File: src/rtl/boot_pkg.sv
`default_nettype none
package boot_pkg;
	localparam int CLK_FREQ_MHZ = 200;
	localparam int CHARGE_MIN_NS = 7000;
	localparam int FAULT_TIMEOUT_US = 200;
	// Least time rounds up, longest time rounds down
	localparam int CHARGE_MIN_CYC = (CHARGE_MIN_NS * CLK_FREQ_MHZ + 999) / 1000;
	localparam int FAULT_TIMEOUT_CYC = FAULT_TIMEOUT_US * CLK_FREQ_MHZ;
	localparam int CNT_W = 16;
	localparam int PHASES = 3;

	localparam logic [3:0] CTRL_ADDR = 4'h0;
	localparam logic [3:0] STATUS_ADDR = 4'h4;
	localparam logic [3:0] MASK_ADDR = 4'h8;
	localparam logic [3:0] STATE_ADDR = 4'hC;
	localparam int ADDR_LSBS = 4;

	localparam int MANAGE_OFF_BIT = 0;
	localparam int STATE_FORCE_LSB = 3;
	localparam logic CTRL_RST = 1'b0;
	localparam logic [2:0] STATUS_RST = 3'h0;
	localparam logic [2:0] MASK_RST = 3'h0;

	typedef enum logic [1:0] {
		PH_IDLE = 2'b01,
		PH_CHARGE = 2'b10
	} phase_state_t;

	typedef struct packed {
		logic hs;
		logic ls;
	} gate_pair_t;
endpackage
`default_nettype wire

File: src/rtl/boot_phase.sv
`default_nettype none
module boot_phase #(
	parameter int TIMEOUT_CYC = 40000
) (
	input wire logic clk_sys_i,
	input wire logic rst_n_i,
	input wire logic below_uv_i,
	input wire logic above_hys_i,
	input wire logic manage_off_i,
	output logic charging_o,
	output logic force_o,
	output logic fault_o,
	output logic [boot_pkg::CNT_W-1:0] cnt_o
);
	import boot_pkg::*;
	phase_state_t state_q, state_d;
	logic [CNT_W-1:0] cnt_q;
	logic fault_q;
	wire min_done = cnt_q >= CNT_W'(CHARGE_MIN_CYC - 1);
	wire at_timeout = cnt_q == CNT_W'(TIMEOUT_CYC - 1);
	wire cnt_sat = &cnt_q;

	always_comb begin
		state_d = state_q;
		unique case (state_q)
			PH_IDLE: if (below_uv_i) state_d = PH_CHARGE;
			PH_CHARGE: if (above_hys_i && min_done) state_d = PH_IDLE;
			default: state_d = PH_IDLE;
		endcase
	end

	always_ff @(posedge clk_sys_i or negedge rst_n_i) begin
		if (!rst_n_i) begin
			state_q <= PH_IDLE;
			cnt_q <= '0;
			fault_q <= 1'b0;
		end else begin
			state_q <= state_d;
			// Saturate so a stuck-low capacitor faults only once per interval
			cnt_q <= (state_q != PH_CHARGE) ? '0 : cnt_q + CNT_W'(!cnt_sat);
			fault_q <= (state_q == PH_CHARGE) && at_timeout && !above_hys_i;
		end
	end

	assign charging_o = state_q == PH_CHARGE;
	// Monitor keeps running while disabled, only the drive is dropped
	assign force_o = charging_o && !manage_off_i;
	assign fault_o = fault_q;
	assign cnt_o = cnt_q;
endmodule // boot_phase
`default_nettype wire

File: src/rtl/bootstrap_charge_manager.sv
// Operation
// - Each phase's bootstrap voltage is watched on its own against the threshold.
// - Below threshold with management on, force low-side until above threshold plus hysteresis.
// - Each forced recharge lasts at least the 7 us minimum charge time.
// - No recovery within 200 us of charging flags that phase's bootstrap fault.
// - Management off stops forcing but monitoring and fault reports continue.
// - One control bit: 0 keeps management active and is default, 1 disables.
// - Faults for phases A, B, C are separate flags, each with a mask.
// - All block timing counts cycles of the system clock.
//
// The address map and the AHB-Lite interface to the registers are this design's own decisions.
`default_nettype none
module bootstrap_charge_manager #(
	parameter int FAULT_TIMEOUT_CYC = boot_pkg::FAULT_TIMEOUT_CYC
) (
	input wire logic clk_sys_i,
	input wire logic rst_n_i,
	input wire logic hsel_i,
	input wire logic [31:0] haddr_i,
	input wire logic [1:0] htrans_i,
	input wire logic hwrite_i,
	input wire logic [2:0] hsize_i,
	input wire logic [31:0] hwdata_i,
	input wire logic hready_i,
	output logic hreadyout_o,
	output logic hresp_o,
	output logic [31:0] hrdata_o,
	input wire logic [2:0] below_uv_i,
	input wire logic [2:0] above_hys_i,
	input wire boot_pkg::gate_pair_t [2:0] gate_cmd_i,
	output boot_pkg::gate_pair_t [2:0] gate_drv_o,
	output logic irq_o
);
	import boot_pkg::*;

	logic boot_manage_off_q;
	logic [2:0] status_q, mask_q;
	logic wr_pend_q, hready_q, hresp_q, irq_q;
	logic [ADDR_LSBS-1:0] wr_addr_q;
	logic [31:0] hrdata_q;
	gate_pair_t [2:0] gate_q;
	logic [2:0] charging_w, force_w, fault_w;
	logic [CNT_W-1:0] cnt_w [PHASES];

	for (genvar p = 0; p < PHASES; p++) begin : g_phase
		boot_phase #(.TIMEOUT_CYC(FAULT_TIMEOUT_CYC)) u_phase (
			.clk_sys_i(clk_sys_i),
			.rst_n_i(rst_n_i),
			.below_uv_i(below_uv_i[p]),
			.above_hys_i(above_hys_i[p]),
			.manage_off_i(boot_manage_off_q),
			.charging_o(charging_w[p]),
			.force_o(force_w[p]),
			.fault_o(fault_w[p]),
			.cnt_o(cnt_w[p])
		);
	end

	// Bus decode: zero wait states, read data latched in the address phase
	wire addr_ok = hsel_i && htrans_i[1] && hready_i;
	wire rd_req = addr_ok && !hwrite_i;
	wire wr_req = addr_ok && hwrite_i;
	wire [ADDR_LSBS-1:0] rd_addr = haddr_i[ADDR_LSBS-1:0];
	wire wr_ctrl = wr_pend_q && wr_addr_q == CTRL_ADDR;
	wire wr_status = wr_pend_q && wr_addr_q == STATUS_ADDR;
	wire wr_mask = wr_pend_q && wr_addr_q == MASK_ADDR;
	wire [2:0] status_clr = wr_status ? hwdata_i[2:0] : 3'h0;
	// Set wins over a clear in the same cycle
	wire [2:0] status_d = (status_q & ~status_clr) | fault_w;
	wire [31:0] state_word = {26'h0, force_w, charging_w};
	wire [31:0] rd_mux =
		rd_addr == CTRL_ADDR ? {31'h0, boot_manage_off_q} :
		rd_addr == STATUS_ADDR ? {29'h0, status_q} :
		rd_addr == MASK_ADDR ? {29'h0, mask_q} :
		rd_addr == STATE_ADDR ? state_word : 32'h0;

	always_ff @(posedge clk_sys_i or negedge rst_n_i) begin
		if (!rst_n_i) begin
			wr_pend_q <= 1'b0;
			wr_addr_q <= '0;
			hrdata_q <= 32'h0;
			hready_q <= 1'b0;
			hresp_q <= 1'b0;
		end else begin
			wr_pend_q <= wr_req;
			wr_addr_q <= wr_req ? haddr_i[ADDR_LSBS-1:0] : wr_addr_q;
			hrdata_q <= rd_req ? rd_mux : hrdata_q;
			hready_q <= 1'b1;
			hresp_q <= 1'b0;
		end
	end

	always_ff @(posedge clk_sys_i or negedge rst_n_i) begin
		if (!rst_n_i) begin
			boot_manage_off_q <= CTRL_RST;
			status_q <= STATUS_RST;
			mask_q <= MASK_RST;
			irq_q <= 1'b0;
		end else begin
			if (wr_ctrl) boot_manage_off_q <= hwdata_i[MANAGE_OFF_BIT];
			if (wr_mask) mask_q <= hwdata_i[2:0];
			status_q <= status_d;
			irq_q <= |(status_q & ~mask_q);
		end
	end

	// Forced low-side overrides the controller; its high-side is blocked
	always_ff @(posedge clk_sys_i or negedge rst_n_i) begin
		if (!rst_n_i) begin
			gate_q <= '0;
		end else begin
			for (int p = 0; p < PHASES; p++) begin
				gate_q[p].ls <= gate_cmd_i[p].ls | force_w[p];
				gate_q[p].hs <= gate_cmd_i[p].hs & ~force_w[p];
			end
		end
	end

	assign hreadyout_o = hready_q;
	assign hresp_o = hresp_q;
	assign hrdata_o = hrdata_q;
	assign gate_drv_o = gate_q;
	assign irq_o = irq_q;

	logic [2:0] hs_w, ls_w;
	for (genvar p = 0; p < PHASES; p++) begin : g_view
		assign hs_w[p] = gate_q[p].hs;
		assign ls_w[p] = gate_q[p].ls;
	end

	// Forcing age on phase A, kept only so the recharge cover needs no long delay range
	localparam int COVER_SPAN_CYC = 2000;
	logic [CNT_W-1:0] force_age_q;
	always_ff @(posedge clk_sys_i or negedge rst_n_i) begin
		if (!rst_n_i) begin
			force_age_q <= '0;
		end else begin
			force_age_q <= force_w[0] ? force_age_q + CNT_W'(force_age_q != '1) : '0;
		end
	end
endmodule // bootstrap_charge_manager
`default_nettype wire

File: config.mk
export PLATFORM = sky130hd
export DESIGN_NAME = bootstrap_charge_manager
export DESIGN_NICKNAME = d
export VERILOG_FILES = /design/src/rtl/boot_pkg.sv /design/src/rtl/boot_phase.sv /design/src/rtl/bootstrap_charge_manager.sv
export SDC_FILE = /design/constraint.sdc
export NUM_CORES = 1
export LEC_CHECK = 0
export BUFFER_PORTS_ARGS = -buffer_cell sky130_fd_sc_hd__buf_2
export CAP_MARGIN = 10
export CORE_UTILIZATION = 54
export CTS_BUF_LIST = sky130_fd_sc_hd__clkbuf_8
export CTS_CLUSTER_SIZE = 16
export DETAILED_ROUTE_END_ITERATION = 7
export PLACE_DENSITY = 0.83
export SETUP_SLACK_MARGIN = 0.4
export SYNTH_ARGS = -nofsm -noshare
export SYNTH_HDL_FRONTEND = slang
export SYNTH_HIERARCHICAL = 1
export SYNTH_SLANG_ARGS = --single-unit
File: constraint.sdc
create_clock -name clk_sys_i -period 2.5 [get_ports clk_sys_i]
set_input_delay 0.125 -clock clk_sys_i [delete_from_list [all_inputs] [get_ports clk_sys_i]]
set_output_delay 0.125 -clock clk_sys_i [all_outputs]
set_load 0.01 [all_outputs]
==> qor.yml <==
yosysMostFrequentCell: "dfrtp_1"
period_share_pct: 81.43
slew_viol_final: 0
ant_nets: 0
worstPathArrival_ns: 2.32
setup_viol: 0
setup_ws_ns: 0.4642
grt_max_degree: 84
synth_async_sr_flop_share_pct: 100.0
grt_pass1_wl_mm: 13.97
ios: 127
path_class: "reg -> reg"
synth.area.top_cells: "dfrtp_1 (46%), xnor2_1 (6.0%), buf_4 (4.6%)"
drc: 0
finalSetupTns_ns: 0
min_to: "boot_manage_off_q"
cts_inserted_buffers: 9
hold_violations: 0
hp-start: "hwdata_i[0]"
grt.total_usage_pct: 20.88
hold_path_depth: 2
min_period_ns: 2.036
gr-total-overflow: 0
yosys.area.top_type: "dfrtp_1"
postLayoutCoreUtil_pct: 63.48
required_ns: 2.78
hold_slack_ns: 0.03347
h-tree-depth: 3
vias: 3182
pwr_density_cell_nw_per_um2: 524.0
drt_iter0_drc: 110
finClkSkew_ns: 0.01204
hold_path_class: "in -> reg"
cts_tree: "yes"
tightest_slew_ns: 0.9998
die_area_sq_um: 8481
synth_top_family_by_area: "simple AND/OR/NAND/NOR gates"
core_sq_um: 7807
synth.top_cell.area_share_pct: 45.68
layout-drive-gt1-share_pct: 26.47
synthToLayoutAreaGrowth_pct: 13.07
cts.sinks: 83
place_hpwl_mm: 5.676
gp_congestion: 0.8256
cap_violations: 0
p_leak_nw: 2.225
endpoint_kind: "flop"
grt_pass1_vias: 3017
clk_pin_slew_ns: 0.09
synth_area_sq_um: 4383
synth_edf_count: 0
rr_worst_depth: 8
n_antenna_cell: 0
worst_slew_margin_rel_pct: 33.35
max_freq_mhz: 491.2
die-width_um: 92.09
viasPerCell: 5.505
root_buffer: "clkbuf_8"
seq_area_frac_synth_pct: 47.47
cp-start-kind: "flop"
clock_path_buffers: 2
synth-simple-area-share_pct: 26.89
routedWlPerCell_um: 14.78
syn_area_per_cell_sq_um: 10.54
r2r-end: "g_phase[2].u_phase/cnt_o[6]"
drtPass1Iterations: 4
synth_ff_type: "dfrtp_1"
rows: 32
ys_warn_count: 6
io_buffer_count: 38
cp_max_fo: 7
antenna_found_initial: 0
yosys_register_bits: 83
routed_wl_mm: 8.540
rsz0062_at_grt: "false"
synth_cells: 416
design_area_sq_um: 4956
ir_drop_mv: 0.2541
reg2reg_slack_ns: 0.46
r2r_start: "g_phase[2].u_phase/cnt_o[10]"
dieHeight_um: 92.09
synth-compound-area-share_pct: 6.709
post-place-ws_ns: 0.4497
nets: 563
synth.distinct_cells: 47
synth_xor_area_share_pct: 6.594
start_util_pct: 56.14
status: "finished, final reports clean"
synth_common_cells: "dfrtp_1 (80), nor2_1 (54), xnor2_1 (30), buf_4 (27)"
clock_latency_ns: 0.36
place_area_sq_um: 4602
yosys.area_share.adder_pct: 1.713
synthMuxAreaShare_pct: 3.340
[metal layers]
layer / up-vias / global-route usage, % / wire length (um)
li1: 1506 / - / -
met1: 1573 / 27.83 / 3782
met2: 91 / 33.08 / 4251
met3: 12 / 4.643 / 371
met4: 0 / 8.333 / 134
met5: - / 0 / 0
[placed cells by master (no fill, tap or decap), types with 4 or more instances in the layout]
cell and instances:
nor3_2 12, a21o_1 6, dfrtp_1 69, xnor2_1 30
clkbuf_8 9, nor3_1 4, nand4_1 7, nor2_1 53
buf_4 10, nand3_1 18, nand2_1 18, inv_1 20
a22o_1 4, ha_1 4, dlygate4sd3_1 7, nor2b_1 5
mux2_1 4, or3_1 7, a21oi_1 15, o21ai_0 6
conb_1 28, and2_1 6, dfrtp_2 11, nor4_2 11
nor4_1 9, nand2b_1 4, buf_2 37
[kinds of logic after synthesis]
group,Yosys count
adder cells (fa/ha/maj),6
AND/OR/NAND/NOR,182
AO/OA/AOI/OAI,45
XOR/XNOR,33
multiplexers,11
other,2
buffers and inverters,54
flip-flops,83
[power by group]
group	switching, mW	internal (mW)
clock network	0.474	0.451
registers	0.0467	1.40
logic	0.122	0.103
[sequential cells by signal, summed over array words and instances, names as in the netlist]
name	cells
boot_manage_off_q	1
g_phase.u_phase/cnt_o	48
g_phase.u_phase/fault_o	3
g_phase.u_phase/state_q	6
gate_drv_o	6
hrdata_o	6
hreadyout_o	1
irq_o	1
mask_q	3
status_q	3
wr_addr_q	4
wr_pend_q	1
[area by class of cell]
cell class,count,area (sq um)
flip-flops and latches,83,2095
clock buffers,9,123.9
inverters,18,67.56
multi-input cells,305,2151
repair buffers,54,330.3
fillers,608,2851
clock inverters,7,61.31
well taps,102,127.6
[worst max-delay path, stage by stage, from the launching register on]
cell	delay [ns]
dfrtp_2	0.45
nand4_1	0.17
nor2_1	0.10
nand4_1	0.09
ha_1	0.22
ha_2	0.25
nand3_4	0.16
or3_1	0.36
a21oi_1	0.17
[worst max-delay path by stage]
stage                                    to                          from
5_1_grt        g_phase[0].u_phase/cnt_o[10]  g_phase[0].u_phase/cnt_o[11]
3_3_place_gp    g_phase[0].u_phase/cnt_o[8]   g_phase[0].u_phase/cnt_o[7]
2_1_floorplan   g_phase[0].u_phase/cnt_o[8]   g_phase[0].u_phase/cnt_o[5]
6_report        g_phase[2].u_phase/cnt_o[6]  g_phase[2].u_phase/cnt_o[10]
3_5_place_dp    g_phase[1].u_phase/cnt_o[6]   g_phase[1].u_phase/cnt_o[7]
4_1_cts         g_phase[1].u_phase/cnt_o[6]   g_phase[1].u_phase/cnt_o[7]
[stage by stage]
stage / power [mW] / cells
floorplan: 1.616 / 442
global placement: 1.680 / 552
detailed placement: 1.688 / 552
CTS: 2.613 / 575
global route: 2.710 / 578
finish: 2.597 / 578
[timing repair]
item,CTS,global route
resized for setup,0,22
buffers inserted,0,3
endpoints found under the hold margin,81,0
hold buffers,7,0
endpoints found under the setup margin,0,15
Power figures use the tool's default switching activity.
